[src/nfc_rx_cfg_pkg.sv]
package nfc_rx_cfg_pkg;

    // =====================================================================
    // register map
    localparam logic [7:0] RX_CFG2_ADDR = 8'h0C;
    localparam logic [7:0] RX_CFG3_ADDR = 8'h0D;
    localparam logic [7:0] RX_CFG4_ADDR = 8'h0E;
    localparam logic [7:0] UNMAPPED_READ = 8'h00;

    // =====================================================================
    // reset values
    localparam logic [7:0] RX_CFG2_RESET = 8'h2C;
    localparam logic [7:0] RX_CFG3_RESET = 8'hD8;
    localparam logic [7:0] RX_CFG4_RESET = 8'h00;

    // =====================================================================
    // receiver_config_2 fields
    localparam int DEMOD_MODE_BIT = 7;
    localparam int AM_DEMOD_SEL_BIT = 6;
    localparam int AUTO_SQUELCH_BIT = 5;
    localparam int SQUELCH_RATIO_BIT = 4;
    localparam int AGC_ENABLE_BIT = 3;
    localparam int AGC_WINDOW_BIT = 2;
    localparam int AGC_ALG_BIT = 1;
    localparam int GAIN_CONTROL_RATIO_BIT = 0;

    // =====================================================================
    // receiver_config_3 fields
    localparam int AM_FIRST_GAIN_MSB = 7;
    localparam int AM_FIRST_GAIN_LSB = 5;
    localparam int PM_FIRST_GAIN_MSB = 4;
    localparam int PM_FIRST_GAIN_LSB = 2;
    localparam int LF_ENABLE_BIT = 1;
    localparam int LF_SPLIT_BIT = 0;
    localparam logic [2:0] FIRST_GAIN_BOOST_CODE = 3'h7;

    // =====================================================================
    // receiver_config_4 fields
    localparam int AM_LATER_GAIN_MSB = 7;
    localparam int AM_LATER_GAIN_LSB = 4;
    localparam int PM_LATER_GAIN_MSB = 3;
    localparam int PM_LATER_GAIN_LSB = 0;
    localparam logic [3:0] LATER_GAIN_MAX_CODE = 4'hA;
    localparam logic [3:0] LATER_WINDOW_LAST_CODE = 4'h4;

    // =====================================================================
    // timing
    localparam int CLK_FREQ_KHZ = 10000;
    localparam int SQUELCH_DELAY_NS = 18880;
    localparam int SQUELCH_DELAY_CYCLES_INT =
        (SQUELCH_DELAY_NS * CLK_FREQ_KHZ + 999999) / 1000000;
    localparam logic [7:0] SQUELCH_DELAY_CYCLES = SQUELCH_DELAY_CYCLES_INT[7:0];
    localparam logic [3:0] AGC_SHORT_WINDOW_PULSES = 4'h8;

endpackage

[src/nfc_receiver_config_regs.sv]
// Contract
// - Demodulator select picks AM/PM at 0 and I/Q at 1; AM select picks peak detector at 0, mixer at 1.
// - With auto squelch on, squelch starts 18.88 us after transmit ends and holds until the mask timer reaches the squelch time.
// - The squelch ratio bit sets the trigger to 1x threshold at 0 and 6/3x at 1.
// - Gain control runs only when enabled, over the first eight pulses at window 0 or the whole reception at 1.
// - The algorithm bit picks preset at 0 and reset at 1.
// - The gain-control ratio bit triggers at 3x minimum level at 0 and 6x at 1.
// - Each first-stage code gives full gain at 0, 2.5 dB cuts per step for 1 to 6 and a boost at 7.
// - The low-frequency enable routes HF at 0 and LF at 1 to the receiver.
// - The split bit gives differential LF at 0, and at 1 first input to AM and second to PM.
// - Later-stage codes 1h to 4h widen only the digitizer window in 3 dB steps.
// - Later-stage codes 5h to Ah also cut gain in stages two and three in 3 dB steps.
// - Later-stage gain reaches the gain, squelch and strength logic only on the gain reset command.
//
// Chosen here: the plain strobed port.
`timescale 1ns/1ps
`default_nettype none

module nfc_receiver_config_regs
    import nfc_rx_cfg_pkg::*;
(
    input wire logic mclk,
    input wire logic sys_rst,
    input wire logic [7:0] regAddr,
    input wire logic [7:0] regWrData,
    input wire logic regWrStrobe,
    input wire logic regRdStrobe,
    output logic [7:0] regRdData,
    input wire logic txEnd,
    input wire logic [7:0] maskTimer,
    input wire logic [7:0] squelchTime,
    input wire logic rxActive,
    input wire logic subcarrierPulse,
    input wire logic rxGainResetCmd,
    output logic demodIq,
    output logic amMixer,
    output logic squelchActive,
    output logic squelchRatioHigh,
    output logic agcRun,
    output logic agcAlgReset,
    output logic gainControlRatio6,
    output logic [2:0] amFirstReduceSteps,
    output logic amFirstBoost,
    output logic [2:0] pmFirstReduceSteps,
    output logic pmFirstBoost,
    output logic lowFreqInput,
    output logic lowFreqSplit,
    output logic rfInputFirstToAm,
    output logic rfInputSecondToPm,
    output logic [2:0] amWindowSteps,
    output logic [2:0] amStageSteps,
    output logic [2:0] pmWindowSteps,
    output logic [2:0] pmStageSteps
);

    // =====================================================================
    // decode helpers
    function automatic logic [2:0] first_reduce(input logic [2:0] code);
        first_reduce = (code == FIRST_GAIN_BOOST_CODE) ? 3'h0 : code;
    endfunction

    function automatic logic [3:0] later_clamp(input logic [3:0] code);
        later_clamp = (code > LATER_GAIN_MAX_CODE) ? LATER_GAIN_MAX_CODE : code;
    endfunction

    function automatic logic [2:0] later_window(input logic [3:0] code);
        logic [3:0] c;
        c = later_clamp(code);
        later_window = (c > LATER_WINDOW_LAST_CODE) ? LATER_WINDOW_LAST_CODE[2:0] : c[2:0];
    endfunction

    function automatic logic [2:0] later_stage(input logic [3:0] code);
        logic [3:0] c;
        logic [3:0] diff;
        c = later_clamp(code);
        diff = c - LATER_WINDOW_LAST_CODE;
        later_stage = (c > LATER_WINDOW_LAST_CODE) ? diff[2:0] : 3'h0;
    endfunction

    // =====================================================================
    // register file
    logic [7:0] cfg2_q;
    logic [7:0] cfg3_q;
    logic [7:0] cfg4_q;
    logic [7:0] laterShadow_q;
    logic [7:0] rdData_q;

    wire logic hitCfg2 = (regAddr == RX_CFG2_ADDR);
    wire logic hitCfg3 = (regAddr == RX_CFG3_ADDR);
    wire logic hitCfg4 = (regAddr == RX_CFG4_ADDR);
    wire logic [7:0] rdMux = hitCfg2 ? cfg2_q :
                             hitCfg3 ? cfg3_q :
                             hitCfg4 ? cfg4_q : UNMAPPED_READ;

    always_ff @(posedge mclk or posedge sys_rst) begin
        if (sys_rst) begin
            cfg2_q <= RX_CFG2_RESET;
            cfg3_q <= RX_CFG3_RESET;
            cfg4_q <= RX_CFG4_RESET;
        end else if (regWrStrobe) begin
            if (hitCfg2) cfg2_q <= regWrData;
            if (hitCfg3) cfg3_q <= regWrData;
            if (hitCfg4) cfg4_q <= regWrData;
        end
    end

    // read data valid only in the cycle after the strobe
    always_ff @(posedge mclk or posedge sys_rst) begin
        if (sys_rst) begin
            rdData_q <= 8'h00;
        end else begin
            rdData_q <= regRdStrobe ? rdMux : 8'h00;
        end
    end

    // later-stage gain only moves on the reset-gain command
    always_ff @(posedge mclk or posedge sys_rst) begin
        if (sys_rst) begin
            laterShadow_q <= RX_CFG4_RESET;
        end else if (rxGainResetCmd) begin
            laterShadow_q <= cfg4_q;
        end
    end

    // =====================================================================
    // squelch sequencer
    typedef enum logic [1:0] {SQ_IDLE, SQ_WAIT, SQ_HOLD} squelch_e;
    squelch_e sqState_q;
    squelch_e sqState_d;
    logic [7:0] sqCount_q;
    logic [7:0] sqCount_d;

    wire logic autoSquelch = cfg2_q[AUTO_SQUELCH_BIT];
    wire logic delayDone = (sqCount_q >= SQUELCH_DELAY_CYCLES - 8'h01);
    wire logic timerReached = (maskTimer >= squelchTime);

    always_comb begin
        sqState_d = sqState_q;
        sqCount_d = sqCount_q;
        case (sqState_q)
            SQ_IDLE: begin
                sqCount_d = 8'h00;
                if (autoSquelch && txEnd) begin
                    sqState_d = SQ_WAIT;
                end
            end
            SQ_WAIT: begin
                sqCount_d = sqCount_q + 8'h01;
                if (delayDone) begin
                    sqState_d = SQ_HOLD;
                end
            end
            SQ_HOLD: begin
                sqCount_d = 8'h00;
                if (timerReached) begin
                    sqState_d = SQ_IDLE;
                end
            end
            default: begin
                sqState_d = SQ_IDLE;
                sqCount_d = 8'h00;
            end
        endcase
        if (!autoSquelch) begin
            sqState_d = SQ_IDLE;
            sqCount_d = 8'h00;
        end else if (txEnd && sqState_q != SQ_IDLE) begin
            sqState_d = SQ_WAIT;
            sqCount_d = 8'h00;
        end
    end

    always_ff @(posedge mclk or posedge sys_rst) begin
        if (sys_rst) begin
            sqState_q <= SQ_IDLE;
            sqCount_q <= 8'h00;
        end else begin
            sqState_q <= sqState_d;
            sqCount_q <= sqCount_d;
        end
    end

    // =====================================================================
    // gain-control window
    logic [3:0] pulseCount_q;
    wire logic agcEnable = cfg2_q[AGC_ENABLE_BIT];
    wire logic agcWholeRx = cfg2_q[AGC_WINDOW_BIT];
    wire logic shortWindowOpen = (pulseCount_q < AGC_SHORT_WINDOW_PULSES);
    wire logic agcRunD = agcEnable && rxActive && (agcWholeRx || shortWindowOpen);

    always_ff @(posedge mclk or posedge sys_rst) begin
        if (sys_rst) begin
            pulseCount_q <= 4'h0;
        end else if (!rxActive) begin
            pulseCount_q <= 4'h0;
        end else if (subcarrierPulse && shortWindowOpen) begin
            pulseCount_q <= pulseCount_q + 4'h1;
        end
    end

    // =====================================================================
    // decoded settings
    wire logic [2:0] amFirstCode = cfg3_q[AM_FIRST_GAIN_MSB:AM_FIRST_GAIN_LSB];
    wire logic [2:0] pmFirstCode = cfg3_q[PM_FIRST_GAIN_MSB:PM_FIRST_GAIN_LSB];
    wire logic [3:0] amLaterCode = laterShadow_q[AM_LATER_GAIN_MSB:AM_LATER_GAIN_LSB];
    wire logic [3:0] pmLaterCode = laterShadow_q[PM_LATER_GAIN_MSB:PM_LATER_GAIN_LSB];
    wire logic lfEnable = cfg3_q[LF_ENABLE_BIT];
    wire logic lfSplit = cfg3_q[LF_SPLIT_BIT];

    always_ff @(posedge mclk or posedge sys_rst) begin
        if (sys_rst) begin
            demodIq <= RX_CFG2_RESET[DEMOD_MODE_BIT];
            amMixer <= RX_CFG2_RESET[AM_DEMOD_SEL_BIT];
            squelchRatioHigh <= RX_CFG2_RESET[SQUELCH_RATIO_BIT];
            agcAlgReset <= RX_CFG2_RESET[AGC_ALG_BIT];
            gainControlRatio6 <= RX_CFG2_RESET[GAIN_CONTROL_RATIO_BIT];
            squelchActive <= 1'b0;
            agcRun <= 1'b0;
        end else begin
            demodIq <= cfg2_q[DEMOD_MODE_BIT];
            amMixer <= cfg2_q[AM_DEMOD_SEL_BIT];
            squelchRatioHigh <= cfg2_q[SQUELCH_RATIO_BIT];
            agcAlgReset <= cfg2_q[AGC_ALG_BIT];
            gainControlRatio6 <= cfg2_q[GAIN_CONTROL_RATIO_BIT];
            squelchActive <= (sqState_d == SQ_HOLD);
            agcRun <= agcRunD;
        end
    end

    always_ff @(posedge mclk or posedge sys_rst) begin
        if (sys_rst) begin
            amFirstReduceSteps <= 3'h6;
            amFirstBoost <= 1'b0;
            pmFirstReduceSteps <= 3'h6;
            pmFirstBoost <= 1'b0;
            lowFreqInput <= 1'b0;
            lowFreqSplit <= 1'b0;
            rfInputFirstToAm <= 1'b0;
            rfInputSecondToPm <= 1'b0;
        end else begin
            amFirstReduceSteps <= first_reduce(amFirstCode);
            amFirstBoost <= (amFirstCode == FIRST_GAIN_BOOST_CODE);
            pmFirstReduceSteps <= first_reduce(pmFirstCode);
            pmFirstBoost <= (pmFirstCode == FIRST_GAIN_BOOST_CODE);
            lowFreqInput <= lfEnable;
            lowFreqSplit <= lfEnable && lfSplit;
            rfInputFirstToAm <= lfEnable && lfSplit;
            rfInputSecondToPm <= lfEnable && lfSplit;
        end
    end

    always_ff @(posedge mclk or posedge sys_rst) begin
        if (sys_rst) begin
            amWindowSteps <= 3'h0;
            amStageSteps <= 3'h0;
            pmWindowSteps <= 3'h0;
            pmStageSteps <= 3'h0;
        end else begin
            amWindowSteps <= later_window(amLaterCode);
            amStageSteps <= later_stage(amLaterCode);
            pmWindowSteps <= later_window(pmLaterCode);
            pmStageSteps <= later_stage(pmLaterCode);
        end
    end

    assign regRdData = rdData_q;

endmodule

`default_nettype wire

[config.mk]
export PLATFORM = sky130hd
export DESIGN_NAME = nfc_receiver_config_regs
export DESIGN_NICKNAME = d
export VERILOG_FILES = /design/src/nfc_rx_cfg_pkg.sv /design/src/nfc_receiver_config_regs.sv
export SDC_FILE = /design/constraint.sdc
export NUM_CORES = 1
export LEC_CHECK = 0
export BUFFER_PORTS_ARGS = -buffer_cell sky130_fd_sc_hd__clkbuf_2
export CAP_MARGIN = 10
export CELL_PAD_IN_SITES_DETAIL_PLACEMENT = 1
export CELL_PAD_IN_SITES_GLOBAL_PLACEMENT = 2
export CORE_MARGIN = 2
export CORE_UTILIZATION = 35
export CTS_CLUSTER_SIZE = 12
export DETAILED_ROUTE_END_ITERATION = 10
export GPL_ROUTABILITY_DRIVEN = 0
export PLACE_DENSITY = 0.84
export SYNTH_ARGS = -nofsm -noshare
export SYNTH_HDL_FRONTEND = slang
export SYNTH_SLANG_ARGS = --single-unit
[constraint.sdc]
create_clock -name mclk -period 5.15 [get_ports mclk]
set_input_delay 1.03 -clock mclk [delete_from_list [all_inputs] [get_ports mclk]]
set_output_delay 1.03 -clock mclk [all_outputs]
set_load 0.03 [all_outputs]
==> run metrics <==
Min-Delay Path Class=flip-flop to flip-flop; Worst Path Arrival=~2.7 ns; status=finished, final reports clean; # diodes=0; Pre-antenna DRT Iters=2; antenna violations before repair=0; commonest non-fill, non-tap cells in the layout=clkbuf_2 (78), dfrtp_1 (72), mux2_2 (28), nor2_1 (27), nor2b_1 (19); syn_nets=327; Vias=2312; CTS Buf Count=9; R2R Path Start=sqCount_q[2]; mapped cell area=approximately 3400 sq um; crit-path max cell delay=between 0.6 and 0.7 ns; Clk Latency, worst-skew pair=0.35 ns; final hold vios=0; design area=between 4000 and 5000 sq um; final setup TNS=0 ns; Avg Cell Area, Syn=12.5 sq um; Yosys reg bits=83; Hold Startpoint=cfg2_q[6]; chip width=~100 um; initial DRC count=70; Worst Path Required=5.39 ns; pwr dens=approximately 320 nW/um^2; cell count after placement=between 400 and 500; P_leak=roughly 2.1 nW; core box area=approximately 9600 sq um; Min Clock Period, post-route=between 2 and 2.5 ns; DRT Wirelength=between 7000 and 8000 um; area grow syn2layout=21.4%; Crit. End Element=flip-flop; slew margin rel.=about half; CTS Sinks=83; CTS tree=built; DR vias/cell=4.69; critical path's slowest cell=nor4_4; capturing point of the worst reg2reg path=sqState_q[0]; vias in the first global route=about 2300; crit path cell chain=clkbuf_2, or4_4, nor4_4, mux2_2; Nets=roughly 410; Hold Path Stages=0; FF-to-FF path depth=4; Period Utilization, post-route=a little under half; CP max FO=8; # H-tree levels=3; number of I/O port buffers=just under 80; Residual DRC=0; routed len/inst=around 15 um; grt ovf=0; hold endpoint=amMixer; WS Path Type=input port to flip-flop; Worst Clk Skew=a little over 0.008 ns; Die Span Y=just over 100 um; num ports=79; Synthesis Warnings=0; Post-Place Cell Area=roughly 3900 sq um; worst vdd ir=about 0.00011 V; RSZ-0062 raised after global routing=no; Worst-path clk slew=roughly 0.080 ns; hpwl dp=around 5200 um; worst-margin pin slew=about 0.73 ns; num rows=36; Fillers=between 1000 and 1500; worst path bufs/invs=1; CP Launch Type=input port; synthesized instance count=between 200 and 300; layout cells sized above 1=between 30% and 40%; flop-to-flop setup slack=3.83 ns; most common cell after layout, fill and taps aside=clkbuf_2; hold_buf cts=0; die footprint=10600 sq um; Distinct cells, synth=33; final setup vio count=0; CP delay by family, top=simple AND/OR/NAND/NOR gates; Overall Global Routing Usage=about 15%; Slew Limit Fails=0; clk buf depth=2; Antenna Nets Post-Route=0; max_cap viols=0; largest net degree at the start of global routing=between 40 and 50; fmax=~0.41 GHz; global-route wire length before repair=around 11000 um; register area share after synthesis=between 60% and 70%; starting density of the core=between 30% and 40%; post-route insts no fill=approximately 490; clock root cell=clkbuf_8; Resized cells post-CTS=0; number of setup buffers added after CTS=0
[worst max path at each step]
stage	startpoint	endpoint	slack, ns	cells past startpoint
after floorplan	sys_rst	agcAlgReset	2.00	1
after global placement	regAddr[5]	cfg4_q[0]	2.35	5
after detailed placement	regAddr[5]	cfg4_q[5]	2.32	5
after CTS	regAddr[5]	cfg4_q[3]	2.70	5
after global routing	regAddr[5]	cfg4_q[3]	2.64	5
final	regAddr[5]	cfg3_q[5]	2.70	4
[worst reg2reg max path: stages (launching register included)]
cell and delay, ns:
dfrtp_1 0.42, and4_1 0.25, o21ai_0 0.33, a21oi_1 0.13, nor2b_1 0.14
[cell type report]
class                      instances  area (sq um)  share of cell area, %
tap                              133           166                   3.99
multi-input combinational        165          1220                   29.3
clock buffer                      12           155                   3.72
timing repair buffer              79           398                   9.54
sequential                        83          2090                   50.1
clock inverter                     4          73.8                   1.77
inverter                          17          65.1                   1.56
[metrics by stage]
step	hold slack [ns]	total power [W]	worst slack, ns	utilization (%)
final	0.400	0.00133	2.70	43.3
after detailed placement	0.393	0.000819	2.32	40.9
after floorplan	0.371	0.000774	2.00	-
after global placement	0.395	0.000814	2.35	40.9
after global routing	0.436	0.00139	2.64	43.3
after CTS	0.417	0.00135	2.70	43.3
[Yosys cell counts]
cell | number | area share, %
nor4_4 | 1 | 0.62
o21ai_0 | 6 | 0.87
nand2b_1 | 8 | 1.5
or4_1 | 1 | 0.22
and4_1 | 1 | 0.25
nand4_1 | 2 | 0.36
a21oi_1 | 5 | 0.73
inv_1 | 17 | 1.9
or2_2 | 2 | 0.36
dfstp_2 | 11 | 8.4
a41oi_1 | 1 | 0.25
xnor2_1 | 2 | 0.51
a2111oi_0 | 8 | 2.0
and3_1 | 5 | 0.91
nor2_1 | 27 | 2.9
clkbuf_1 | 6 | 0.65
or4_4 | 1 | 0.33
mux2i_1 | 3 | 0.87
dfrtp_1 | 72 | 52
nor2b_1 | 19 | 3.5
nand3_1 | 5 | 0.73
a31oi_1 | 1 | 0.18
xor2_1 | 6 | 1.5
a21boi_0 | 3 | 0.65
nand2_1 | 11 | 1.2
and4bb_2 | 1 | 0.36
ha_1 | 11 | 4.0
o32ai_1 | 2 | 0.51
buf_4 | 5 | 1.1
and2_1 | 3 | 0.55
mux2_2 | 28 | 9.2
and4b_1 | 1 | 0.29
o211ai_1 | 1 | 0.22
[metal layers]
metal  GRT usage (%)  vias to the layer above  part of all wire [%]
met5               0                        -                     0
met4            7.69                        0                   2.5
met3            2.71                       12                   4.0
met2            22.9                       63                    48
met1            19.0                     1149                    45
li1                -                     1088                     -
[power breakdown]
part,leakage (nW),switching (W),internal (W)
Sequential,1.11,0.0000162,0.000678
Clock,0.117,0.000226,0.000300
Combinational,0.893,0.0000663,0.0000435
[state kept, by name, indices dropped and copies added (netlist names), 4 cells and up]
name and cells:
pulseCount_q 4, cfg2_q 8, sqCount_q 8, cfg3_q 8, cfg4_q 8, regRdData 8, laterShadow_q 8
[logic make-up after synthesis]
kind of cell / Yosys count / synth area share (%)
xor+xnor: 8 / 2.04
compound gates: 27 / 5.46
buf+inv: 28 / 3.60
fa+ha+maj: 11 / 4.00
mux: 31 / 10.0
flops: 83 / 60.8
simple gates: 88 / 14.0
Power figures use the tool's default switching activity.
